## src/core/pieb_pkg.sv

```systemverilog
// ****************************************************************
// Package for the peripheral interrupt enable bank
// ****************************************************************
package pieb_pkg;

    localparam int BYTE_W   = 8;
    localparam int BYTE_MSB = BYTE_W - 1;
    localparam int ADDR_W   = 12;
    localparam int DATA_W   = 32;

    // ****************************************************************
    // Register map, one aligned word per register
    // ****************************************************************
    localparam logic [ADDR_W-1:0] OFS_ENABLE_ONE   = 12'h000;
    localparam logic [ADDR_W-1:0] OFS_ENABLE_TWO   = 12'h004;
    localparam logic [ADDR_W-1:0] OFS_ENABLE_THREE = 12'h008;
    localparam logic [ADDR_W-1:0] OFS_ENABLE_FOUR  = 12'h00c;
    localparam logic [ADDR_W-1:0] OFS_CORE_CTRL    = 12'h010;
    localparam logic [ADDR_W-1:0] OFS_FLAG_STATUS  = 12'h014;
    localparam logic [ADDR_W-1:0] OFS_PEND_STATUS  = 12'h018;

    // ****************************************************************
    // Implemented bit masks and reset values
    // ****************************************************************
    localparam logic [BYTE_MSB:0] MASK_ONE   = 8'hff;
    localparam logic [BYTE_MSB:0] MASK_TWO   = 8'h6f;
    localparam logic [BYTE_MSB:0] MASK_THREE = 8'h33;
    localparam logic [BYTE_MSB:0] MASK_FOUR  = 8'hff;
    localparam logic [BYTE_MSB:0] RESET_BYTE = 8'h00;
    localparam logic [DATA_W-BYTE_W-1:0] READ_PAD = 24'h000000;
    localparam logic [DATA_W-1:0] READ_ZERO = 32'h00000000;

    // Bit positions in the core control register
    localparam int CTRL_GLOBAL_BIT = 7;
    localparam int CTRL_GROUP_BIT  = 6;

    // One byte per enable register, also used for the source flags
    typedef struct packed {
        logic [BYTE_MSB:0] four;
        logic [BYTE_MSB:0] three;
        logic [BYTE_MSB:0] two;
        logic [BYTE_MSB:0] one;
    } pieb_bank_t;

    localparam pieb_bank_t BANK_MASK = '{four: MASK_FOUR, three: MASK_THREE, two: MASK_TWO, one: MASK_ONE};
    localparam pieb_bank_t BANK_RESET = '{four: RESET_BYTE, three: RESET_BYTE, two: RESET_BYTE, one: RESET_BYTE};

    typedef struct packed {
        pieb_bank_t        enable;
        logic              peripheral_group_irq_en;
        logic              global_irq_en;
        logic              pready;
        logic              pslverr;
        logic [DATA_W-1:0] prdata;
        logic              periph_irq_req;
        logic              core_irq_req;
    } pieb_state_t;

endpackage

```

## src/core/pieb_enable_bank.sv

```systemverilog
// The address map and the APB register port were left to the implementer.
`timescale 1ns/100ps
module pieb_enable_bank (
    input  wire logic                          pclk,
    input  wire logic                          presetn,
    input  wire logic                          psel,
    input  wire logic                          penable,
    input  wire logic                          pwrite,
    input  wire logic [pieb_pkg::ADDR_W-1:0]   paddr,
    input  wire logic [pieb_pkg::DATA_W-1:0]   pwdata,
    input  wire logic [3:0]                    pstrb,
    output logic      [pieb_pkg::DATA_W-1:0]   prdata,
    output logic                               pready,
    output logic                               pslverr,
    input  wire pieb_pkg::pieb_bank_t          irq_flags,
    output logic                               periph_irq_req,
    output logic                               core_irq_req
);

    // ****************************************************************
    // State
    // ****************************************************************
    pieb_pkg::pieb_state_t state;
    pieb_pkg::pieb_state_t next_state;

    logic                         access;
    logic                         wr_commit;
    logic [pieb_pkg::BYTE_MSB:0]  wr_byte;
    pieb_pkg::pieb_bank_t         flags_seen;
    pieb_pkg::pieb_bank_t         pending;

    // Access phase of an APB transfer; the write lands on the pready edge
    assign access    = psel && penable;
    assign wr_commit = access && state.pready && pwrite && pstrb[0];
    assign wr_byte   = pwdata[pieb_pkg::BYTE_MSB:0];

    // Flags are taken as they come, whatever the enables say
    assign flags_seen = irq_flags & pieb_pkg::BANK_MASK;
    // Bit n of each enable byte gates bit n of the same flag byte, nothing else
    assign pending    = '{four:  flags_seen.four  & state.enable.four,
                          three: flags_seen.three & state.enable.three,
                          two:   flags_seen.two   & state.enable.two,
                          one:   flags_seen.one   & state.enable.one};

    // ****************************************************************
    // Next state
    // ****************************************************************
    always_comb begin
        next_state = state;

        // One wait state: pready rises in the second access cycle
        next_state.pready  = access && !state.pready;
        next_state.pslverr = 1'b0;
        next_state.prdata  = pieb_pkg::READ_ZERO;

        if (access && !state.pready) begin
            unique case (paddr)
                pieb_pkg::OFS_ENABLE_ONE: begin
                    next_state.prdata = {pieb_pkg::READ_PAD, state.enable.one};
                end
                pieb_pkg::OFS_ENABLE_TWO: begin
                    next_state.prdata = {pieb_pkg::READ_PAD, state.enable.two};
                end
                pieb_pkg::OFS_ENABLE_THREE: begin
                    next_state.prdata = {pieb_pkg::READ_PAD, state.enable.three};
                end
                pieb_pkg::OFS_ENABLE_FOUR: begin
                    next_state.prdata = {pieb_pkg::READ_PAD, state.enable.four};
                end
                pieb_pkg::OFS_CORE_CTRL: begin
                    next_state.prdata[pieb_pkg::CTRL_GLOBAL_BIT] = state.global_irq_en;
                    next_state.prdata[pieb_pkg::CTRL_GROUP_BIT]  = state.peripheral_group_irq_en;
                end
                pieb_pkg::OFS_FLAG_STATUS: begin
                    next_state.prdata = flags_seen;
                end
                pieb_pkg::OFS_PEND_STATUS: begin
                    next_state.prdata = pending;
                end
                default: begin
                    // Unmapped: error response, reads as zero, writes dropped
                    next_state.pslverr = 1'b1;
                end
            endcase
        end

        // Writes keep only implemented positions, so reserved bits stay zero
        if (wr_commit) begin
            unique case (paddr)
                pieb_pkg::OFS_ENABLE_ONE: begin
                    next_state.enable.one = wr_byte & pieb_pkg::MASK_ONE;
                end
                pieb_pkg::OFS_ENABLE_TWO: begin
                    next_state.enable.two = wr_byte & pieb_pkg::MASK_TWO;
                end
                pieb_pkg::OFS_ENABLE_THREE: begin
                    next_state.enable.three = wr_byte & pieb_pkg::MASK_THREE;
                end
                pieb_pkg::OFS_ENABLE_FOUR: begin
                    next_state.enable.four = wr_byte & pieb_pkg::MASK_FOUR;
                end
                pieb_pkg::OFS_CORE_CTRL: begin
                    next_state.global_irq_en           = wr_byte[pieb_pkg::CTRL_GLOBAL_BIT];
                    next_state.peripheral_group_irq_en = wr_byte[pieb_pkg::CTRL_GROUP_BIT];
                end
                default: begin
                    next_state.enable = state.enable;
                end
            endcase
        end

        // Every enable bit is a plain AND gate on its own flag
        next_state.periph_irq_req = |pending;
        // Forwarding needs both the group enable and the global enable
        next_state.core_irq_req   = (|pending) && state.peripheral_group_irq_en
                                    && state.global_irq_en;
    end

    // ****************************************************************
    // Registers
    // ****************************************************************
    always_ff @(posedge pclk or negedge presetn) begin
        if (!presetn) begin
            state.enable                  <= pieb_pkg::BANK_RESET;
            state.peripheral_group_irq_en <= 1'b0;
            state.global_irq_en           <= 1'b0;
            state.pready                  <= 1'b0;
            state.pslverr                 <= 1'b0;
            state.prdata                  <= pieb_pkg::READ_ZERO;
            state.periph_irq_req          <= 1'b0;
            state.core_irq_req            <= 1'b0;
        end else begin
            state <= next_state;
        end
    end

    assign prdata         = state.prdata;
    assign pready         = state.pready;
    assign pslverr        = state.pslverr;
    assign periph_irq_req = state.periph_irq_req;
    assign core_irq_req   = state.core_irq_req;

    // ****************************************************************
    // Blocking, write and bus checks
    // ****************************************************************
    // Judged from raw flags and enables, so a dropped enable term shows up here
    logic gated_off;
    assign gated_off = ((irq_flags & state.enable) == '0);
endmodule // pieb_enable_bank

```

## config.mk

```make
export PLATFORM = sky130hd
export DESIGN_NAME = pieb_enable_bank
export DESIGN_NICKNAME = d
export VERILOG_FILES = /design/src/core/pieb_pkg.sv /design/src/core/pieb_enable_bank.sv
export SDC_FILE = /design/constraint.sdc
export NUM_CORES = 1
export LEC_CHECK = 0
export BUFFER_PORTS_ARGS = -buffer_cell sky130_fd_sc_hd__buf_2
export CAP_MARGIN = 20
export CORE_ASPECT_RATIO = 2
export CORE_MARGIN = 3
export CORE_UTILIZATION = 40
export DETAILED_ROUTE_END_ITERATION = 10
export MAX_ROUTING_LAYER = met4
export PLACE_DENSITY = 0.77
export SKIP_CTS_REPAIR_TIMING = 1
export SLEW_MARGIN = 10
export SYNTH_ARGS = -nofsm -noshare
export SYNTH_HDL_FRONTEND = slang
export SYNTH_SLANG_ARGS = --single-unit
```

## constraint.sdc

```tcl
create_clock -name pclk -period 3 [get_ports pclk]
set_input_delay 0 -clock pclk [delete_from_list [all_inputs] [get_ports pclk]]
set_output_delay 0 -clock pclk [all_outputs]
set_load 0.01 [all_outputs]
```

==> impl_metrics.csv, run 1 <==
group,metric,value,unit
run_status,status,"finished with violations",
run_status,violations,"negative hold slack",
finish,fin_util,52.8,%
floorplan,pin_count,121,
critical_path,timing.critical_path.to_type,"flop",
place,placed_area,3320,um^2
finish,layout_common_cells,"buf_2 (81), dfrtp_1 (58), dlygate4sd3_1 (29)",
power,switchingPower,0.404,mW
place,hpwl,6130,um
synthesis,synth_area_leader_cell,"dfrtp_1",
finish,stdcell_area,3900,um^2
sta,slew_headroom,42.8,%
critical_path,reg2reg_from,"pready",
detailed_routing,routed_via_density,5.45,
synthesis,yosysWarnings,0,
detailed_routing,drt_iter0_drc,176,
job,maxCapViolCount,0,
clock_network,clock_latency,0.33,ns
detailed_routing,finalWirelength,8130,um
floorplan,die_area,8800,um^2
critical_path,required,3.21,ns
synthesis,syn_avg_cell_area,11.9,um^2
sta,finalMaxSlewViolations,0,
synthesis,yosysTopAreaCellShare,47.4,%
sta,setup_tns,0,ns
finish,drive_gt1_share,39.6,%
hold_path,hold_depth,3,
sta,setup_viol,0,
floorplan,initial_core_util,41.5,%
global_route,grt_first_pass_wirelength,11900,um
global_route,antenna_found_initial,0,
critical_path,arrival,2.11,ns
critical_path,worst-setup-path-type,"reg2reg",
power,power_frac_clock,50.6,%
clock_network,cts_tree,"yes",
synthesis,synthCells,258,
power,power.density,482,nW/um^2
global_route,grt_pass1_vias,2311,
sta,rsz0062_at_grt,"false",
finish,layout_commonest_cell,"buf_2",
sta,hold_violations,1,
clock_network,cts_buffers,9,
detailed_routing,firstDrtPassIters,4,
sta,tightest_slew,0.855,ns
clock_network,cts.path.max_buffers,2,
finish,syn_to_final_growth,27.3,%
floorplan,dieHeight,130,um
sta,hold-worst-slack,-0.0104,ns
critical_path,cp-start-kind,"flop",
clock_network,cts-root-buf,"clkbuf_16",
sta,post-route-period-util,63.4,%
global_route,track_usage,19.5,%
finish,nNetsFinal,431,
floorplan,fp.dieW,67.9,um
finish,seqCellArea,1450,um^2
sta,fin_worst_skew,0.00629,ns
clock_network,cts.sink_count,58,
place,port_buffers,81,
synthesis,yosysUniqueCellTypes,48,
hold_path,holdPathEnd,"prdata[1]",
synthesis,ys_seq_elements,58,
detailed_routing,postRouteAntennaNets,0,
synthesis,synth_area_leaders,"dfrtp_1 (47%), buf_4 (8.6%), mux2_2 (7.7%)",
synthesis,ys_seq_area_share,47.4,%
critical_path,crit_fanout,8,
finish,antenna_cells,0,
place,gp_congestion,0.878,
finish,multi_input_area,1310,um^2
detailed_routing,remaining_drc_errors,0,
power,cellInternalPower,1.47,mW
power,comb_power_share,7.5,%
floorplan,core_area,7380,um^2
synthesis,synth_area,3060,um^2
power,seqPwrFrac,41.9,%
global_route,overflow,0,
sta,layout_min_cycle_time,1.90,ns
power,netSwitchingFraction,21.5,%
power,p_leak,2.13,nW
finish,fillCellCount,671,
floorplan,rows,44,
hold_path,hold_start,"irq_flags[1]",
detailed_routing,vias,2414,
detailed_routing,drt-wirelength-per-cell,18.3,um
sta,clock.fmax,526,MHz
hold_path,hp-class,"in2reg",
clock_network,cts.clk_slew.worst_paths,0.05,ns
clock_network,htree_levels,3,
power,ir_worst_vdd,367,uV
global_route,grt_start_max_net_pins,39,
critical_path,r2r_setup_slack,1.10,ns
critical_path,reg2reg_to,"state[67]",
power,power.total,1.88,mW
critical_path,r2r_cells,4,
metal layers:
layer,global-route usage (%),part of all wire [%],vias to the layer above
li1,-,-,1103
met1,19.5,34,1191
met2,33.6,56,97
met3,4.91,5.4,23
met4,10.4,4.3,0
met5,-,0,-
sequential cells by signal (all words and copies together), names as in the netlist:
signal          count
core_irq_req        1
periph_irq_req      1
prdata             26
pready              1
pslverr             1
state              28
critical path: stages (launching register included):
cell	delay, ns
dfrtp_1	0.35
and4_1	0.23
nand4_2	0.18
or3_1	0.63
mux2_4	0.39
synth_stat cells, drive strengths merged:
| library cell | instances |
|---|---|
| or4b | 3 |
| nor3 | 2 |
| a221oi | 3 |
| buf | 38 |
| mux2 | 29 |
| o2bb2ai | 2 |
| nor4b | 1 |
| a211oi | 3 |
| a2111oi | 1 |
| and4 | 2 |
| and2 | 2 |
| nor2 | 13 |
| and3 | 1 |
| o22ai | 2 |
| nand3b | 1 |
| nand2 | 19 |
| a22oi | 7 |
| inv | 4 |
| nor2b | 1 |
| dfrtp | 58 |
| nand2b | 1 |
| o21ai | 4 |
| a31oi | 5 |
| a21oi | 3 |
| mux2i | 2 |
| or2 | 1 |
| a22o | 4 |
| xnor2 | 1 |
| or3 | 2 |
| o211a | 18 |
| a32oi | 3 |
| and4bb | 1 |
| mux4 | 3 |
| nand4 | 3 |
| nor4 | 3 |
| clkbuf | 3 |
| conb | 1 |
| nand3 | 7 |
| or4 | 1 |
cells by family after synthesis:
| family | count (synthesis) | share of synthesized area, % |
|---|---|---|
| AOI/OAI and AO/OA | 55 | 15.0 |
| xor gates and xnor gates | 1 | 0.286 |
| buffers and inverters | 45 | 10.3 |
| DFF | 58 | 47.4 |
| muxes | 34 | 14.5 |
| other | 1 | 0.122 |
| and+or+nand+nor | 64 | 12.3 |
power groups by stage:
stage	Clock, mW	Sequential (mW)	Combinational [mW]
5_1_grt	1.00	0.785	0.154
4_1_cts	0.968	0.786	0.111
3_5_place_dp	0	0.799	0.111
2_1_floorplan	0	0.800	0.0395
6_report	0.950	0.786	0.140
3_3_place_gp	0	0.799	0.108
through the flow:
| step | cells | setup slack, ns |
|---|---|---|
| after floorplan | 263 | 1.36 |
| after global placement | 398 | 0.869 |
| after detailed placement | 398 | 0.863 |
| after CTS | 414 | 1.09 |
| after global routing | 443 | 1.01 |
| final | 443 | 1.10 |
final cells by class:
type	instances	area share (%)
clock buffers	14	7.03
clock inverters	2	0.257
inverters	4	0.385
multi-input cells	160	33.7
flip-flops and latches	58	37.3
well taps	92	2.95
repair buffers	113	18.4
how the worst max path moves through the flow:
| stage | cells past startpoint | start | end |
|---|---|---|---|
| 4_1_cts | 4 | pready | state[65] |
| 3_3_place_gp | 5 | paddr[2] | prdata[10] |
| 6_report | 4 | pready | state[67] |
| 5_1_grt | 4 | pready | state[48] |
| 2_1_floorplan | 5 | pready | state[62] |
| 3_5_place_dp | 5 | paddr[2] | prdata[10] |
Note: power is estimated with default switching activity, not from simulation.
==> run 2, diff against run 1 <==
==> constraint.sdc (replaced) <==
create_clock -name pclk -period 1.8 [get_ports pclk]
set_input_delay 0 -clock pclk [delete_from_list [all_inputs] [get_ports pclk]]
set_output_delay 0 -clock pclk [all_outputs]
set_load 0.01 [all_outputs]
==> impl_metrics.csv, run 2 (synthesized netlist as in run 1, its figures left out) <==
group,metric,value,unit
critical_path,reg2reg_from,"pready",
sta,setup_viol,0,
sta,fin_worst_skew,0.00280,ns
detailed_routing,finalWirelength,8600,um
sta,setup_tns,0,ns
sta,tightest_slew,0.501,ns
finish,layout_commonest_cell,"buf_2",
clock_network,cts_buffers,9,
clock_network,cts.path.max_buffers,2,
critical_path,crit_fanout,8,
power,p_leak,2.24,nW
clock_network,cts-root-buf,"clkbuf_16",
clock_network,cts.sink_count,58,
critical_path,r2r_cells,5,
finish,fin_util,55.4,%
critical_path,critPathCapture,"state[66]",
finish,largest_reg_flops,28,
critical_path,cp.depth,5,
detailed_routing,drt_iter0_drc,111,
global_route,grt_pass1_vias,2449,
finish,regMostFlops,"state",
floorplan,core_area,7380,um^2
finish,top_regs,"state: 28 flops, prdata: 26 flops",
critical_path,reg2reg_to,"state[66]",
sta,slew_headroom,66.3,%
critical_path,cp_top_family,"simple AND/OR/NAND/NOR gates",
finish,syn_to_final_growth,33.6,%
job,maxCapViolCount,0,
clock_network,htree_levels,3,
place,gp_congestion,0.894,
floorplan,initial_core_util,41.5,%
critical_path,timing.critical_path.to_type,"flop",
detailed_routing,vias,2508,
sta,hold-worst-slack,-0.0165,ns
detailed_routing,postRouteAntennaNets,0,
floorplan,die_area,8800,um^2
floorplan,pin_count,121,
clock_network,cts.clk_slew.worst_paths,0.05,ns
critical_path,worst-path-buf-inv,1,
critical_path,arrival,1.89,ns
sta,clock.fmax,595,MHz
detailed_routing,remaining_drc_errors,0,
place,hpwl,6230,um
hold_path,hold_depth,3,
detailed_routing,routed_via_density,5.46,
floorplan,fp.dieW,67.9,um
critical_path,worst-setup-path-type,"reg2reg",
critical_path,cp-start-kind,"flop",
finish,antenna_cells,0,
detailed_routing,drt-wirelength-per-cell,18.7,um
sta,post-route-period-util,93.4,%
sta,layout_min_cycle_time,1.68,ns
hold_path,hp-class,"in2reg",
global_route,grt_start_max_net_pins,59,
global_route,track_usage,20.6,%
global_route,antenna_found_initial,0,
finish,nNetsFinal,447,
critical_path,timing.critical_path.from,"pready",
global_route,overflow,0,
global_route,grt_first_pass_wirelength,12600,um
sta,finalMaxSlewViolations,0,
run_status,status,"finished with violations",
critical_path,required,2.01,ns
critical_path,crit_chain,"and4_1 > nand4_2 > or3_1 > buf_4 > mux2_4",
power,power.density,829,nW/um^2
critical_path,r2r_setup_slack,0.12,ns
critical_path,critPathSlowestCell,"dfrtp_1",
sta,hold_violations,2,
clock_network,cts_tree,"yes",
power,ir_worst_vdd,450,uV
detailed_routing,firstDrtPassIters,4,
sta,rsz0062_at_grt,"false",
floorplan,rows,44,
critical_path,critPathMaxStageDelay,0.34,ns
finish,drive_gt1_share,42.8,%
finish,layout_common_cells,"buf_2 (81), dfrtp_1 (58), dlygate4sd3_1 (29)",
floorplan,dieHeight,130,um
clock_network,clock_latency,0.33,ns
place,port_buffers,81,
run_status,violations,"negative hold slack",
run 2: cell count changes in the layout (fill, tap and decap cells not counted):
cell | before | now
buf_12 | 0 | 3
buf_4 | 3 | 16
bufinv_16 | 0 | 2
clkbuf_1 | 2 | 0
clkbuf_8 | 3 | 1
clkinv_2 | 2 | 4
run 2: how the worst min path moves through the flow:
| stage | start | to | slack [ns] |
|---|---|---|---|
| global route | irq_flags[1] | prdata[1] | 0.01 |
| finish | irq_flags[1] | prdata[1] | -0.02 |
| detailed placement | presetn | prdata[24] | 0.03 |
| floorplan | presetn | core_irq_req | -0.30 |
| CTS | presetn | prdata[5] | -0.32 |
| global placement | presetn | prdata[8] | 0.02 |
run 2: worst reg2reg max path, cell delays in order (launching register included):
cell     delay [ns]
dfrtp_1        0.34
and4_1         0.23
nand4_2        0.14
or3_1          0.33
buf_4          0.21
mux2_4         0.32
run 2: final cells by class:
class,count,area (um^2)
fill,637,3290
timing repair buffer,129,876
clock buffer,10,239
tap,92,115
clock inverter,6,80.1
multi-input combinational,160,1310
inverter,4,15.0
sequential,58,1450
run 2: stage by stage:
stage                     instance area (um^2)  setup slack (ns)  std cells  power, mW  hold slack, ns
after global routing                      4090            0.0614        459       3.49          0.0124
after global placement                    3480             0.156        414       1.52          0.0193
after CTS                                 3800             0.113        430       3.36          -0.319
after detailed placement                  3480             0.135        414       1.53          0.0316
final                                     4090             0.119        459       3.39         -0.0165
after floorplan                           3080             0.161        263       1.40          -0.296
run 2: where the power goes:
group,switching [mW],internal [mW]
combinational,0.129,0.116
sequential,0.000949,1.31
clock,0.599,1.24
run 2: routing by layer:
metal	vias to the layer above	GRT usage (%)	part of all wire, %
li1	1137	-	-
met2	97	34.5	56
met5	-	-	0
met4	0	15.1	5.4
met3	34	3.36	4.3
met1	1240	20.8	35
==> run 3, diff against run 2 <==
--- a/config.mk
+++ b/config.mk
@@ -8,11 +8,11 @@
 export BUFFER_PORTS_ARGS = -buffer_cell sky130_fd_sc_hd__buf_2
 export CAP_MARGIN = 20
 export CORE_ASPECT_RATIO = 2
-export CORE_MARGIN = 3
-export CORE_UTILIZATION = 40
+export CORE_MARGIN = 2
+export CORE_UTILIZATION = 25
 export DETAILED_ROUTE_END_ITERATION = 10
 export MAX_ROUTING_LAYER = met4
-export PLACE_DENSITY = 0.77
+export PLACE_DENSITY = 0.56
 export SKIP_CTS_REPAIR_TIMING = 1
 export SLEW_MARGIN = 10
 export SYNTH_ARGS = -nofsm -noshare
==> impl_metrics.csv, run 3 (synthesized netlist as in run 1, its figures left out) <==
group,metric,value,unit
sta,setup_tns,0,ns
sta,finalWorstSetupSlack,0.126,ns
critical_path,arrival,1.88,ns
clock_network,cts_tree,"yes",
critical_path,cp-start-kind,"flop",
critical_path,reg2reg_to,"state[67]",
clock_network,cts-root-buf,"clkbuf_16",
detailed_routing,vias,2439,
clock_network,cts.clk_slew.worst_paths,0.05,ns
detailed_routing,remaining_drc_errors,0,
power,netSwitchingFraction,21.6,%
place,hpwl,6930,um
detailed_routing,firstDrtPassIters,5,
finish,fin_cells,514,
global_route,antenna_found_initial,1,
clock_network,cts_buffers,9,
place,placed_area,3550,um^2
critical_path,worst-setup-path-type,"reg2reg",
finish,layout_commonest_cell,"buf_2",
detailed_routing,postRouteAntennaNets,0,
finish,drive_gt1_share,41.8,%
clock_network,clock_latency,0.32,ns
power,switchingPower,0.685,mW
global_route,grt_pass1_vias,2436,
clock_network,htree_levels,3,
clock_network,cts.path.max_buffers,2,
job,maxCapViolCount,0,
finish,layout_common_cells,"buf_2 (81), dfrtp_1 (58), dlygate4sd3_1 (28)",
detailed_routing,finalWirelength,8960,um
power,power.density,772,nW/um^2
sta,layout_min_cycle_time,1.67,ns
sta,slew_headroom,63.6,%
power,seqPwrFrac,41.3,%
sta,setup_viol,0,
critical_path,r2r_cells,5,
global_route,overflow,0,
global_route,grt_start_max_net_pins,59,
sta,hold_violations,2,
detailed_routing,routed_via_density,4.75,
sta,tightest_slew,0.541,ns
detailed_routing,drt-wirelength-per-cell,17.4,um
floorplan,fp.dieW,82.3,um
run_status,violations,"negative hold slack",
finish,fin_util,34.1,%
finish,stdcell_area,4110,um^2
hold_path,holdPathEnd,"prdata[1]",
floorplan,die_area,13200,um^2
floorplan,pin_count,121,
global_route,track_usage,14.4,%
floorplan,rows,57,
power,comb_power_share,7.7,%
sta,finalMaxSlewViolations,0,
power,cellInternalPower,2.49,mW
critical_path,required,2.01,ns
detailed_routing,drt_iter0_drc,141,
critical_path,r2r_setup_slack,0.13,ns
power,power.total,3.17,mW
sta,post-route-period-util,93.0,%
critical_path,reg2reg_from,"pready",
power,power_frac_clock,51.1,%
clock_network,cts.sink_count,58,
critical_path,timing.critical_path.to_type,"flop",
floorplan,dieHeight,161,um
power,p_leak,2.21,nW
sta,clock.fmax,597,MHz
finish,regMostFlops,"state",
run_status,status,"finished with violations",
finish,largest_reg_flops,28,
sta,hold-worst-slack,-0.0205,ns
finish,nNetsFinal,446,
sta,fin_worst_skew,0.00458,ns
finish,fillCellCount,1197,
place,port_buffers,81,
power,ir_worst_vdd,443,uV
floorplan,initial_core_util,25.4,%
finish,multi_input_area,1310,um^2
hold_path,hp-class,"in2reg",
floorplan,core_area,12100,um^2
place,dpl.cell_count,469,
finish,seqCellArea,1450,um^2
hold_path,hold_depth,3,
finish,top_regs,"state: 28 flops, prdata: 26 flops",
hold_path,hold_start,"irq_flags[1]",
sta,rsz0062_at_grt,"false",
place,gp_congestion,0.832,
critical_path,crit_fanout,8,
finish,syn_to_final_growth,34.3,%
global_route,grt_first_pass_wirelength,13200,um
place,post-place-ws,0.149,ns
-- run 3: changes by cell type in the layout (fill, tap and decap cells not counted), sizes merged --
| cell | previous run | this run |
|---|---|---|
| dlygate4sd3 | 29 | 28 |
| bufinv | 2 | 1 |
| diode | 0 | 1 |
| clkbuf | 10 | 13 |
| clkinv | 4 | 2 |
-- run 3: how the worst max path moves through the flow --
stage	start	to	slack [ns]	cells after the start
finish	pready	state[67]	0.13	5
global route	pready	state[69]	0.05	5
CTS	pready	state[67]	0.12	5
detailed placement	pready	state[63]	0.15	5
global placement	pready	state[67]	0.14	5
floorplan	pready	state[62]	0.16	5
-- run 3: critical path, stage by stage, from the launching register on --
cell and delay (ns):
dfrtp_1 0.34, and4_1 0.23, nand4_2 0.14, or3_1 0.33, buf_4 0.21, mux2_4 0.31
-- run 3: layout make-up --
cell class	instances	share of cell area, %
Clock buffer	13	5.84
Inverter	4	0.365
Multi-Input combinational cell	160	31.9
Timing Repair Buffer	128	21.1
Tap cell	147	4.47
Antenna cell	1	0.0609
Clock inverter	3	0.974
Sequential cell	58	35.3
-- run 3: power by group through the flow --
stage | Combinational, mW | Sequential (mW) | Clock, mW
finish | 0.243 | 1.31 | 1.62
global route | 0.265 | 1.31 | 1.72
CTS | 0.196 | 1.31 | 1.65
detailed placement | 0.195 | 1.33 | 0
global placement | 0.192 | 1.33 | 0
floorplan | 0.0658 | 1.33 | 0
-- run 3: layer usage --
metal / up-vias / wire [um] / track usage (%)
li1: 1136 / - / -
met3: 20 / 446 / 3.03
met4: 0 / 327 / 7.88
met5: - / 0 / -
met1: 1193 / 3080 / 13.4
met2: 90 / 5110 / 26.1
